$ cat src/logic/gcsr_pkg.sv
/*
  Shared constants and carrier types for the gesture configuration and
  status register bank. Assumes an 8-bit register address space reached
  through the device's serial register port.
*/
package gcsr_pkg;

  // Register byte offsets
  localparam logic [7:0] GCSR_OFF_FIFO_PULSE   = 8'hB1;
  localparam logic [7:0] GCSR_OFF_FILTER       = 8'hB2;
  localparam logic [7:0] GCSR_OFF_SLEEP_STATUS = 8'hB3;
  localparam logic [7:0] GCSR_OFF_CONTROL      = 8'hBC;

  // Field positions
  localparam int GCSR_FIFO_LVL_LSB   = 6;
  localparam int GCSR_FIFO_LVL_MSB   = 7;
  localparam int GCSR_PULSE_LSB      = 0;
  localparam int GCSR_PULSE_MSB      = 5;
  localparam int GCSR_WIN_SIZE_BIT   = 5;
  localparam int GCSR_SMOOTH_EN_BIT  = 4;
  localparam int GCSR_SLEEP_FLAG_BIT = 1;
  localparam int GCSR_CLEAR_BIT      = 0;

  // Reset values
  localparam logic [1:0] GCSR_RST_FIFO_LVL  = 2'h0;
  localparam logic [5:0] GCSR_RST_PULSE     = 6'h00;
  localparam logic       GCSR_RST_WIN_SIZE  = 1'b0;
  localparam logic       GCSR_RST_SMOOTH_EN = 1'b0;

  // FIFO levels selected by the two-bit field
  localparam logic [4:0] GCSR_LVL_CODE0 = 5'h01;
  localparam logic [4:0] GCSR_LVL_CODE1 = 5'h04;
  localparam logic [4:0] GCSR_LVL_CODE2 = 5'h08;
  localparam logic [4:0] GCSR_LVL_CODE3 = 5'h10;

  localparam int GCSR_DATA_W = 8;

  typedef struct packed {
    logic                   write;
    logic                   read;
    logic [7:0]             addr;
    logic [7:0]             wdata;
  } gcsr_reg_req_t;

  typedef struct packed {
    logic [GCSR_DATA_W-1:0] north;
    logic [GCSR_DATA_W-1:0] south;
    logic [GCSR_DATA_W-1:0] west;
    logic [GCSR_DATA_W-1:0] east;
  } gcsr_dataset_t;

  function automatic logic [4:0] gcsr_fifo_level(input logic [1:0] code);
    case (code)
      2'h0:    gcsr_fifo_level = GCSR_LVL_CODE0;
      2'h1:    gcsr_fifo_level = GCSR_LVL_CODE1;
      2'h2:    gcsr_fifo_level = GCSR_LVL_CODE2;
      default: gcsr_fifo_level = GCSR_LVL_CODE3;
    endcase
  endfunction

endpackage

$ cat src/logic/gcsr_smooth.sv
/*
  Moving-average smoothing of four-direction gesture samples.
  Assumes one sample_valid pulse per gesture sample cycle.
*/
module gcsr_smooth
  import gcsr_pkg::*;
(
  input  wire logic                    clk_in,
  input  wire logic                    rst_n_in,
  input  wire logic                    sample_valid_in,
  input  wire gcsr_pkg::gcsr_dataset_t sample_in,
  input  wire logic                    enable_in,
  input  wire logic                    window4_in,
  output logic                         valid_out,
  output gcsr_pkg::gcsr_dataset_t      data_out
);
  import gcsr_pkg::*;

  localparam int W = GCSR_DATA_W;

  logic [4*W-1:0] cur;
  logic [4*W-1:0] hist1;
  logic [4*W-1:0] hist2;
  logic [4*W-1:0] hist3;
  logic [4*W-1:0] avg;

  assign cur = sample_in;

  genvar ch;
  generate
    for (ch = 0; ch < 4; ch++)
    begin : g_ch
      logic [W+1:0] sum2;
      logic [W+1:0] sum4;
      assign sum2 = {2'h0, cur[ch*W +: W]} + {2'h0, hist1[ch*W +: W]};
      assign sum4 = sum2 + {2'h0, hist2[ch*W +: W]} + {2'h0, hist3[ch*W +: W]};
      // Two or four samples, plain truncating average
      assign avg[ch*W +: W] = window4_in ? sum4[W+1:2] : sum2[W:1];
    end
  endgenerate

  // History restarts while smoothing is off so the first window is clean
  always_ff @(posedge clk_in or negedge rst_n_in)
  begin
    if (!rst_n_in)
    begin
      hist1 <= '0;
      hist2 <= '0;
      hist3 <= '0;
    end
    else if (!enable_in)
    begin
      hist1 <= cur;
      hist2 <= cur;
      hist3 <= cur;
    end
    else if (sample_valid_in)
    begin
      hist1 <= cur;
      hist2 <= hist1;
      hist3 <= hist2;
    end
  end

  // Moving window: a dataset leaves on every sample cycle
  always_ff @(posedge clk_in or negedge rst_n_in)
  begin
    if (!rst_n_in)
    begin
      valid_out <= 1'b0;
      data_out  <= '0;
    end
    else
    begin
      valid_out <= sample_valid_in;
      if (sample_valid_in)
      begin
        data_out <= enable_in ? gcsr_dataset_t'(avg) : sample_in;
      end
    end
  end

endmodule // gcsr_smooth

$ cat src/logic/gcsr_regs.sv
/*
  Gesture configuration and status register bank: FIFO interrupt level,
  pulse count, smoothing filter set-up and sleep-after-interrupt status.
  Assumes register requests arrive decoded from the serial port, one
  cycle each, and that the FIFO reports its fill level every cycle.
*/
module gcsr_regs
  import gcsr_pkg::*;
#(
  parameter int FIFO_LVL_W = 6
)
(
  input  wire logic                    clk_in,
  input  wire logic                    rst_n_in,
  input  wire gcsr_pkg::gcsr_reg_req_t reg_req_in,
  output logic [7:0]                   reg_rdata_out,
  input  wire logic                    sample_valid_in,
  input  wire gcsr_pkg::gcsr_dataset_t sample_in,
  input  wire logic                    gesture_mode_state_in,
  input  wire logic                    gesture_irq_enable_in,
  input  wire logic                    sleep_after_irq_in,
  input  wire logic [FIFO_LVL_W-1:0]   fifo_count_in,
  output logic                         push_valid_out,
  output gcsr_pkg::gcsr_dataset_t      push_data_out,
  output logic                         fifo_irq_out,
  output logic [6:0]                   pulses_per_dataset_out,
  output logic                         osc_enable_out,
  output logic                         sleep_after_irq_flag_out
);
  import gcsr_pkg::*;

  generate
    if (FIFO_LVL_W < 5)
    begin : g_bad_width
      $error("FIFO_LVL_W must hold a count of at least 16");
    end
  endgenerate

  logic [1:0]            fifo_irq_level;
  logic [5:0]            pulses_per_dataset;
  logic                  smoothing_window_size;
  logic                  smoothing_enable;
  logic                  sleep_after_irq_flag;
  logic                  next_sleep_after_irq_flag;
  logic                  wr_fifo_pulse;
  logic                  wr_filter;
  logic                  wr_clear;
  logic                  level_reached;
  logic [FIFO_LVL_W-1:0] level_needed;
  logic                  sample_gated;

  function automatic logic hit(input gcsr_reg_req_t req, input logic [7:0] off);
    hit = req.write && (req.addr == off);
  endfunction

  assign wr_fifo_pulse = hit(reg_req_in, GCSR_OFF_FIFO_PULSE);
  assign wr_filter     = hit(reg_req_in, GCSR_OFF_FILTER);
  assign wr_clear      = hit(reg_req_in, GCSR_OFF_CONTROL)
                         && reg_req_in.wdata[GCSR_CLEAR_BIT];

  // Configuration: only the defined fields are stored
  always_ff @(posedge clk_in or negedge rst_n_in)
  begin
    if (!rst_n_in)
    begin
      fifo_irq_level     <= GCSR_RST_FIFO_LVL;
      pulses_per_dataset <= GCSR_RST_PULSE;
    end
    else if (wr_fifo_pulse)
    begin
      fifo_irq_level     <= reg_req_in.wdata[GCSR_FIFO_LVL_MSB:GCSR_FIFO_LVL_LSB];
      pulses_per_dataset <= reg_req_in.wdata[GCSR_PULSE_MSB:GCSR_PULSE_LSB];
    end
  end

  always_ff @(posedge clk_in or negedge rst_n_in)
  begin
    if (!rst_n_in)
    begin
      smoothing_window_size <= GCSR_RST_WIN_SIZE;
      smoothing_enable      <= GCSR_RST_SMOOTH_EN;
    end
    else if (wr_filter)
    begin
      smoothing_window_size <= reg_req_in.wdata[GCSR_WIN_SIZE_BIT];
      smoothing_enable      <= reg_req_in.wdata[GCSR_SMOOTH_EN_BIT];
      // Bits 7:6 and 3:0 have no storage
    end
  end

  // Pulse count limit sent to the LED driver
  always_ff @(posedge clk_in or negedge rst_n_in)
  begin
    if (!rst_n_in)
    begin
      pulses_per_dataset_out <= 7'h01;
    end
    else
    begin
      pulses_per_dataset_out <= {1'b0, pulses_per_dataset} + 7'h01;
    end
  end

  // FIFO-level interrupt, a level while the count stays at or above target
  assign level_needed  = FIFO_LVL_W'(gcsr_fifo_level(fifo_irq_level));
  assign level_reached = fifo_count_in >= level_needed;

  always_ff @(posedge clk_in or negedge rst_n_in)
  begin
    if (!rst_n_in)
    begin
      fifo_irq_out <= 1'b0;
    end
    else
    begin
      fifo_irq_out <= gesture_irq_enable_in && level_reached;
    end
  end

  // Sleep entry wins over a clear arriving in the same cycle
  always_comb
  begin
    next_sleep_after_irq_flag = sleep_after_irq_flag;
    if (wr_clear)
    begin
      next_sleep_after_irq_flag = 1'b0;
    end
    if (sleep_after_irq_in && fifo_irq_out)
    begin
      next_sleep_after_irq_flag = 1'b1;
    end
  end

  always_ff @(posedge clk_in or negedge rst_n_in)
  begin
    if (!rst_n_in)
    begin
      sleep_after_irq_flag <= 1'b0;
    end
    else
    begin
      sleep_after_irq_flag <= next_sleep_after_irq_flag;
    end
  end

  assign sleep_after_irq_flag_out = sleep_after_irq_flag;
  assign osc_enable_out           = !sleep_after_irq_flag;

  // Samples count only in gesture mode and while the oscillator runs
  assign sample_gated = sample_valid_in && gesture_mode_state_in
                        && !sleep_after_irq_flag;

  gcsr_smooth u_smooth (
    .clk_in          (clk_in),
    .rst_n_in        (rst_n_in),
    .sample_valid_in (sample_gated),
    .sample_in       (sample_in),
    .enable_in       (smoothing_enable),
    .window4_in      (smoothing_window_size),
    .valid_out       (push_valid_out),
    .data_out        (push_data_out)
  );

  // Read data registered one cycle after the read strobe
  always_ff @(posedge clk_in or negedge rst_n_in)
  begin
    if (!rst_n_in)
    begin
      reg_rdata_out <= 8'h00;
    end
    else if (reg_req_in.read)
    begin
      unique case (reg_req_in.addr)
        GCSR_OFF_FIFO_PULSE:
          reg_rdata_out <= {fifo_irq_level, pulses_per_dataset};
        GCSR_OFF_FILTER:
          reg_rdata_out <= {2'h0, smoothing_window_size, smoothing_enable, 4'h0};
        GCSR_OFF_SLEEP_STATUS:
          reg_rdata_out <= {6'h00, sleep_after_irq_flag, 1'b0};
        default:
          reg_rdata_out <= 8'h00;
      endcase
    end
  end

endmodule // gcsr_regs

$ cat config.mk
export PLATFORM = sky130hd
export DESIGN_NAME = gcsr_regs
export DESIGN_NICKNAME = d
export VERILOG_FILES = /design/src/logic/gcsr_pkg.sv /design/src/logic/gcsr_smooth.sv /design/src/logic/gcsr_regs.sv
export SDC_FILE = /design/constraint.sdc
export NUM_CORES = 1
export LEC_CHECK = 0
export ABC_AREA = 0
export BUFFER_PORTS_ARGS = -buffer_cell sky130_fd_sc_hd__buf_2
export CORE_UTILIZATION = 50
export CTS_CLUSTER_SIZE = 25
export DETAILED_ROUTE_END_ITERATION = 16
export GPL_ROUTABILITY_DRIVEN = 0
export GPL_TIMING_DRIVEN = 0
export PLACE_DENSITY = 0.76
export RECOVER_POWER = 100
export SLEW_MARGIN = 20
export SYNTH_ARGS = -nofsm -noshare
export SYNTH_HDL_FRONTEND = slang
export SYNTH_SLANG_ARGS = --single-unit
$ cat constraint.sdc
create_clock -name clk_in -period 9 [get_ports clk_in]
set_input_delay 1.35 -clock clk_in [delete_from_list [all_inputs] [get_ports clk_in]]
set_output_delay 1.35 -clock clk_in [all_outputs]
set_load 0.01 [all_outputs]
# After elaboration in Yosys (flattened, before gate mapping)
# Index checks and enable logic that the tools add are counted.
[word_totals]
regBits = 156
out_inout_bits = 51
elab_cells = 63
[op_classes]
add_sub_neg = 13
magnitude_cmp = 1
eq_ne = 7
muxes = 15
n_reduce_logical = 11
[op_table]
columns = ["cell", "n"]
rows = [
  ["2-to-1 mux 32 bit", 7],
  ["adder 10 x 8 -> 10 bit", 8],
  ["adder 8 x 8 -> 9 bit", 4],
  ["== test 8 bit, second input constant", 4],
  ["2-to-1 mux 8 bit", 4],
  ["one-hot mux 8 bit (3 select lines)", 1],
  ["one-hot mux 5 bit (3 select lines)", 1],
  ["logical AND 1 bit", 8],
  ["adder 6 x 1 -> 7 bit, second input constant", 1],
  ["greater-or-equal comparator 6 x 5 -> 1 bit", 1],
  ["== test 2 x 1 -> 1 bit, second input constant", 1],
  ["== test 2 bit, second input constant", 1],
  ["logical NOT 2 bit", 1],
  ["2-to-1 mux 1 bit", 2],
  ["inequality test 2 x 1 -> 1 bit, second input constant", 1],
  ["nonzero test 2 bit", 1],
  ["logical NOT 1 bit", 1],
]

# Logic depth before layout (Yosys ltp)
# Gate-level depths: netlist (run 1).
[logic_depth]
ltp_word = 5
depth_mapped = 14
mapped_depth_nobuf = 14

# Cells and area by module
# Synthesis (run 1) repeated with hierarchy kept, for this count alone.
[unflattened]
hier_cells = 959
area_unflattened_um2 = 10064.7
[by_module_without_submodules]
columns = ["mod", "n_inst", "cells_per_inst", "area_per_inst_um2"]
rows = [
  ["gcsr_smooth", 1, 859, 8828.5],
  ["gcsr_regs", 1, 100, 1236.2],
]

# Worst setup path before layout (run 1)
# No wires, ideal clock.
[synth_timing]
path_kind = "input to register"
start = "in sample_in[16] (netlist bit)"
end = "reg u_smooth.data_out[23] (netlist bit)"
setup_time_ps = 131
arrival_time_ps = 4441
setup_slack_ps = 4428
cell_stages = 13
n_path_buf = 0
path_cell_list = "ha_1 fa_1 a211oi_1 nor2_1 o31a_1 or3_1 fa_1 inv_1 ha_1 and2_1 a21bo_2 a211oi_1 o41ai_1"
[synth_via]
elab_chain_cells = 5
[synth_rtl]
columns = ["item", "line", "source"]
rows = [
  ["start, declared", "gcsr_regs.sv:18", "input wire gcsr_pkg::gcsr_dataset_t sample_in,"],
  ["adder 8 x 8 -> 9 bit (*)", "gcsr_smooth.sv:35", "assign sum2 = {2'h0, cur[ch*W +: W]} + {2'h0, hist1[ch*W +: W]};"],
  ["adder 10 x 8 -> 10 bit (2 in a row)", "gcsr_smooth.sv:36", "assign sum4 = sum2 + {2'h0, hist2[ch*W +: W]} + {2'h0, hist3[ch*W +: W]};"],
  ["2-to-1 mux 8 bit (*)", "gcsr_smooth.sv:38", "assign avg[ch*W +: W] = window4_in ? sum4[W+1:2] : sum2[W:1];"],
  ["2-to-1 mux 32 bit (*)", "gcsr_smooth.sv:78", "data_out <= enable_in ? gcsr_dataset_t'(avg) : sample_in;"],
  ["end signal, assigned", "gcsr_smooth.sv:78", ""],
  ["end, declared", "gcsr_smooth.sv:15", "output gcsr_pkg::gcsr_dataset_t data_out"],
]
# Mark *: on every way between the ends. The rest lies on a longest branch, timed or not.
# A chain may end at the register's enable or synchronous reset.

# Final worst setup path (run 1)
[layout_timing]
start = "in sample_in[9] (netlist bit)"
end = "reg u_smooth.data_out[14] (netlist bit)"
# Same word-level chain as after synthesis.

==> impl_metrics.env, run 1 <==
export IMPL_status="complete, but fails checks"
export IMPL_violations="max-capacitance violations, max-slew violations"
export IMPL_crit_path_frequent_cell="a211oi_1"
export IMPL_ctsLongestPathBuffers=2
export IMPL_post_cts_setup_buffers=0
export IMPL_avgSynthCellArea_um2=9.05
export IMPL_hold_viol=0
export IMPL_portBuffers=112
export IMPL_ir_drop_uv=129
export IMPL_ys_warn_count=0
export IMPL_synth_top_cell_area_share_pct=37.0
export IMPL_drive_gt1_share_pct=10.8
export IMPL_cts_buffers=17
export IMPL_arrival_ns=5.16
export IMPL_nets=1457
export IMPL_netlist_top_cells_count="166 x nand2_1, 155 x dfrtp_1, 132 x inv_1"
export IMPL_drtIter0Drc=899
export IMPL_htreeDepth=4
export IMPL_grt_max_degree=90
export IMPL_p_per_area_nw_per_um2=183
export IMPL_criticalPathCategory="in -> reg"
export IMPL_vias=9347
export IMPL_cp_max_fo=5
export IMPL_antenna_cells=0
export IMPL_hpwl_mm=21.3
export IMPL_fin_skew_ns=0.0149
export IMPL_cts_tree="yes"
export IMPL_antenna_found_initial=0
export IMPL_dieArea_um2=21600
export IMPL_synth_ff_type="dfrtp_1"
export IMPL_ys_seq_area_share_pct=37.2
export IMPL_grt_pass1_wl_mm=48.1
export IMPL_drt_total_wl_mm=29.9
export IMPL_relSlewSlack_pct=-153
export IMPL_hold_class="reg -> reg"
export IMPL_period_share_pct=53.6
export IMPL_ios=113
export IMPL_drt_wirelength_per_cell_um=19.0
export IMPL_clock_root_buffer="clkbuf_16"
export IMPL_synth_edf_count=0
export IMPL_fmax_mhz=207
export IMPL_synth_seq_cells=156
export IMPL_grt_pass1_vias=9194
export IMPL_cap_violations=1
export IMPL_tns_ns=0
export IMPL_initial_core_util_pct=51.5
export IMPL_critPathCaptureType="register"
export IMPL_syn_inst=1158
export IMPL_required_ns=9.34
export IMPL_ant_nets=0
export IMPL_worstSetupStartpointType="input port"
export IMPL_whs_ns=0.481
export IMPL_setup_viol=0
export IMPL_cts_hold_buf=0
export IMPL_path_cells="clkbuf_1 > ha_1 > a211oi_1 > o21bai_1 > a21oi_1 > xor2_1 > fa_1 > inv_1 > ha_1 > a211oi_1 > o211ai_1 > a2111oi_0 > nor3b_1 > a211oi_1"
export IMPL_p_leak_uw=0.00566
export IMPL_crit_family="compound AO/OA/AOI/OAI gates"
export IMPL_die_w_um=147
export IMPL_synth_top_area_cell="dfrtp_1"
export IMPL_ctsResizeCount=0
export IMPL_drc_errors=0
export IMPL_synthToLayoutAreaGrowth_pct=13.8
export IMPL_slew_violations=68
export IMPL_core_um2=20400
export IMPL_netlist_area_um2=10500
export IMPL_rsz0062_at_grt="no"
export IMPL_crit_slowest_cell="a2111oi_0"
export IMPL_rows=52
export IMPL_grt_overflow_total=0
export IMPL_cpPeakStageDelay_ns=0.51
export IMPL_clock_latency_ns=0.45
export IMPL_path_buf_inv=2
export IMPL_fin_crit_ns=4.82
export IMPL_netlist_top_cells_area="dfrtp_1 37%, ha_1 8.2%, fa_1 6.9%, nand2_1 5.9%, mux2_2 4.8%"
export IMPL_viasPerCell=5.94
export IMPL_worst_slew_pin_slew_ns=3.80
export IMPL_cts_clk_slew_worst_paths_ns=0.07
export IMPL_dr_pass1_iters=5
export IMPL_synthDistinctLibCells=57
export IMPL_synth_fp_nets=1325
export IMPL_grt_usage_pct=28.8
export IMPL_die_height_um=147
export IMPL_synthArstFlopShare_pct=100
export IMPL_clock_sinks=156
export IMPL_yosysMostFrequentCell="nand2_1"
## cell families after synthesis
group | after synthesis | share of synthesized area [%]
AO/OA/AOI/OAI | 280 | 17.7
XOR/XNOR | 32 | 2.67
adder cells (fa/ha/maj) | 105 | 15.1
buffers and inverters | 178 | 6.40
flip-flops | 156 | 37.2
multiplexers | 59 | 6.17
AND/OR/NAND/NOR | 348 | 14.7
## final cells by class
cell class | instances | area [µm²]
Buffer | 45 | 170
Clock buffer | 17 | 425
Clock inverter | 15 | 173
Fill cell | 1789 | 8430
Inverter | 133 | 499
Multi-Input combinational cell | 824 | 5900
Sequential cell | 156 | 3910
Tap cell | 270 | 338
Timing Repair Buffer | 113 | 517
## power by group
| part | internal [µW] | total (µW) | switching (µW) |
|---|---|---|---|
| clock network | 418 | 752 | 334 |
| logic | 277 | 677 | 399 |
| registers | 733 | 758 | 25.4 |
## through the flow
| step | utilization, % | setup WS (ns) | std cells | total power, µW | area [µm²] |
|---|---|---|---|---|---|
| after floorplan | - | 4.43 | 1158 | 1260 | 10500 |
| after global placement | 55.9 | 3.97 | 1540 | 1410 | 11400 |
| after detailed placement | 56.1 | 3.95 | 1541 | 1430 | 11400 |
| after CTS | 59.0 | 4.35 | 1573 | 2180 | 12000 |
| after global routing | 58.6 | 3.92 | 1573 | 2310 | 11900 |
| final | 58.6 | 4.18 | 1573 | 2190 | 11900 |
## cells in the final DEF, fill, tap and decap left out, drive strengths merged, types with 24 or more instances in the layout
cell	instances
a211oi	24
dfrtp	155
a31oi	69
inv	142
fa	36
ha	69
mux2	45
o21ai	50
buf	62
nand2	166
a21oi	45
nor2	83
clkbuf	113
## layer usage
| metal | GRT usage, % | wire length [µm] | share of wire (%) | up-vias |
|---|---|---|---|---|
| li1 | - | - | - | 4280 |
| met1 | 37.4 | 12400 | 41 | 4547 |
| met2 | 45.8 | 13800 | 46 | 443 |
| met3 | 7.48 | 2750 | 9.2 | 77 |
| met4 | 11.7 | 990 | 3.3 | 0 |
| met5 | 0 | 0 | 0 | - |
## tightest hold or removal path: stages (launching register included)
cell	delay (ns)
dfrtp_1	0.34
nand2_1	0.04
o21ai_0	0.06
## final timing paths
check / startpoint / endpoint / slack, ns / cells after the start
min: u_smooth.data_out[24] / u_smooth.data_out[24] / 0.48 / 2
max reg2reg: u_smooth.hist1[9] / u_smooth.data_out[14] / 4.89 / 13
max: sample_in[9] / u_smooth.data_out[14] / 4.18 / 14
min reg2reg: u_smooth.data_out[24] / u_smooth.data_out[24] / 0.48 / 2
min in group asynchronous: rst_n_in / u_smooth.hist3[18] / 2.22 / 1
max in group asynchronous: rst_n_in / u_smooth.hist2[3] / 4.65 / 1
## registers in the layout, summed over array words and instances, names as in the netlist
register / flops
u_smooth.hist2: 32
pulses_per_dataset: 6
reg_rdata_out: 8
fifo_irq_out: 1
smoothing_window_size: 1
u_smooth.data_out: 32
u_smooth.hist3: 32
pulses_per_dataset_out: 7
fifo_irq_level: 2
sleep_after_irq_flag_out: 1
u_smooth.valid_out: 1
smoothing_enable: 1
u_smooth.hist1: 32
(Power assumes the default switching activity.)
==> run 2, diff against run 1 <==
ABC_AREA = 1   (was 0)
PLACE_DENSITY = 0.78   (was 0.76)
clock period = 4.36 ns   (was 9 ns; I/O delays follow)
==> run 2 against run 1 <==
  * The flow still finishes with violations (max-capacitance violations, max-slew violations)
  * Critical path type is now reg -> reg
  * Worst setup slack got worse by 3.2 ns
  * Hold slack got worse by 0.065 ns
  * Flip-flop and latch count did not move
  * Design area rose by 0.13%
  * Via count rose by 5.3%
  * Clock skew fell by 0.0062 ns
  * Area after synthesis rose by 1.0%
  * Largest power group unchanged
==> impl_metrics.env, run 2 <==
export IMPL_status="complete, but fails checks"
export IMPL_violations="max-capacitance violations, max-slew violations"
export IMPL_required_ns=4.73
export IMPL_synth_fp_nets=1527
export IMPL_vias=9839
export IMPL_power_uw=4420
export IMPL_synthArstFlopShare_pct=100
export IMPL_ctsLongestPathBuffers=2
export IMPL_ios=113
export IMPL_grt_pass1_wl_mm=48.6
export IMPL_hold_class="in -> reg"
export IMPL_grt_usage_pct=29.0
export IMPL_rows=52
export IMPL_ir_drop_uv=295
export IMPL_muxShareOfSynthArea_pct=0.142
export IMPL_swShare_pct=36.9
export IMPL_drive_gt1_share_pct=8.24
export IMPL_clock_root_buffer="clkbuf_16"
export IMPL_reg2reg_from="u_smooth.hist1[10]"
export IMPL_final_common_cell="nand2_1"
export IMPL_ant_nets=0
export IMPL_synth_ff_type="dfrtp_1"
export IMPL_setup_viol=0
export IMPL_power_frac_seq_pct=35.3
export IMPL_yosysMostFrequentCell="nand2_1"
export IMPL_relSlewSlack_pct=-52.3
export IMPL_drt_wirelength_per_cell_um=17.1
export IMPL_clock_latency_ns=0.44
export IMPL_synth_compound_area_share_pct=14.9
export IMPL_tns_ns=0
export IMPL_min_from="sleep_after_irq_in"
export IMPL_dieArea_um2=21800
export IMPL_syn_inst=1360
export IMPL_die_height_um=148
export IMPL_p_leak_uw=0.00641
export IMPL_cts_clk_slew_worst_paths_ns=0.07
export IMPL_synth_seq_cells=156
export IMPL_p_per_area_nw_per_um2=370
export IMPL_ctsResizeCount=0
export IMPL_synth_xor_xnor_area_share_pct=1.90
export IMPL_netlist_top_cells_area="dfrtp_1 37%, nand2_1 11%, inv_1 8.8%, ha_1 8.2%, fa_1 6.8%"
export IMPL_period_share_pct=77.8
export IMPL_antenna_cells=0
export IMPL_clock_sinks=156
export IMPL_worstSetupStartpointType="register"
export IMPL_worst_slew_pin_slew_ns=2.28
export IMPL_post_cts_setup_buffers=0
export IMPL_fin_skew_ns=0.00870
export IMPL_synth_edf_count=0
export IMPL_dr_pass1_iters=5
export IMPL_cap_violations=1
export IMPL_initial_core_util_pct=51.7
export IMPL_grt_max_degree=91
export IMPL_htreeDepth=4
export IMPL_netlist_area_um2=10600
export IMPL_die_w_um=148
export IMPL_criticalPathCategory="reg -> reg"
export IMPL_avgSynthCellArea_um2=7.79
export IMPL_synthToLayoutAreaGrowth_pct=12.8
export IMPL_cts_tree="yes"
export IMPL_grt_pass1_vias=9508
export IMPL_synth_top_area_cell="dfrtp_1"
export IMPL_cts_hold_buf=0
export IMPL_p_int_uw=2790
export IMPL_nets=1659
export IMPL_final_cell_mix="311 x nand2_1, 251 x inv_1, 155 x dfrtp_1, 108 x o21ai_0, 96 x nand3_1"
export IMPL_synth_adder_area_share_pct=15.0
export IMPL_hpwl_mm=22.0
export IMPL_synth_top_family_by_area="simple AND/OR/NAND/NOR gates"
export IMPL_arrival_ns=3.76
export IMPL_netlist_top_cells_count="311 x nand2_1, 249 x inv_1, 155 x dfrtp_1"
export IMPL_hold_viol=0
export IMPL_ys_warn_count=0
export IMPL_switching_power_uw=1630
export IMPL_r2r_cells=17
export IMPL_cts_buffers=17
export IMPL_drt_total_wl_mm=30.4
export IMPL_slew_violations=90
export IMPL_antenna_found_initial=0
export IMPL_synthDistinctLibCells=44
export IMPL_viasPerCell=5.54
export IMPL_cp_max_fo=5
export IMPL_drc_errors=0
export IMPL_fmax_mhz=295
export IMPL_fin_crit_ns=3.39
export IMPL_holdPathStages=3
export IMPL_rsz0062_at_grt="no"
export IMPL_grt_overflow_total=0
export IMPL_clkPwrFrac_pct=32.4
export IMPL_crit_path_start="u_smooth.hist1[10]"
export IMPL_power_frac_comb_pct=32.3
export IMPL_drtIter0Drc=910
export IMPL_portBuffers=112
export IMPL_synth_top_cell_area_share_pct=36.6
export IMPL_synth_simple_area_share_pct=20.1
export IMPL_ys_seq_area_share_pct=36.9
export IMPL_core_um2=20500
export IMPL_critPathCaptureType="register"
-- run 2: cell count changes after synthesis, moves of 37 or more --
cell / delta
mux2_2: -45
inv_1: +117
nand3_1: +80
a31oi_1: -60
a21oi_1: +37
o21ai_0: +50
nand2_1: +145
-- run 2: cell type report --
type	count	area, µm²
well taps	270	338
plain buffers	47	208
inverters	254	953
fillers	1902	8550
flip-flops and latches	156	3910
repair buffers	113	522
clock inverters	15	128
clock buffers	17	425
multi-input cells	903	5470
-- run 2: critical path: stages (launching register included) --
cell and delay (ns):
dfrtp_1 0.38, ha_1 0.41, nand3_1 0.11, nand3_1 0.17, nand3_1 0.12, nand2_1 0.08, nand2_1 0.06, and2_0 0.18
fa_1 0.50, inv_1 0.05, ha_1 0.35, a21oi_1 0.29, nor2_1 0.08, nor2_1 0.13, nand3_1 0.09, nand3_1 0.08
nand3_1 0.10, a21oi_1 0.15
-- run 2: final timing paths --
kind | endpoint | slack (ns)
setup reg to reg | u_smooth.data_out[14] | 0.97
max in group asynchronous | u_smooth.hist3[21] | 2.12
hold reg to reg | pulses_per_dataset_out[0] | 0.47
min in group asynchronous | u_smooth.hist1[12] | 0.90
setup / recovery | u_smooth.data_out[14] | 0.97
hold / removal | sleep_after_irq_flag_out | 0.42
-- run 2: logic make-up (layout without fill, tap and decap cells) --
kind of cell | Yosys count | count (layout)
xor+xnor | 23 | 23
simple gates | 504 | 504
mux | 1 | 1
buf+inv | 301 | 446
fa+ha+maj | 105 | 105
compound gates | 270 | 270
flops | 156 | 156
-- run 2: per-stage QoR --
step                instances  utilization (%)  area, µm²  setup WS (ns)  hold WS (ns)
floorplan                1360                -      10600           1.18         0.358
global placement         1742             56.1      11500          0.242         0.462
detailed placement       1743             56.2      11500          0.709         0.453
CTS                      1775             58.9      12100           1.05         0.252
global route             1775             58.3      11900          0.735         0.426
finish                   1775             58.3      11900          0.969         0.416
-- run 2: power by group through the flow --
stage	sequential, µW	clock, µW	combinational, µW
after floorplan	1590	0	1020
after global placement	1590	0	1350
after detailed placement	1590	0	1400
after CTS	1560	1440	1420
after global routing	1570	1510	1620
final	1560	1430	1430
-- run 2: per-layer routing --
layer  share of wire [%]  up-vias  GRT usage, %  routed length [µm]
met5                   0        -             0                   0
li1                    -     4666             -                   -
met2                  46      428          46.2               14000
met4                 2.9        0          10.2                 879
met1                  42     4678          38.3               12800
met3                 9.0       67          7.28                2740
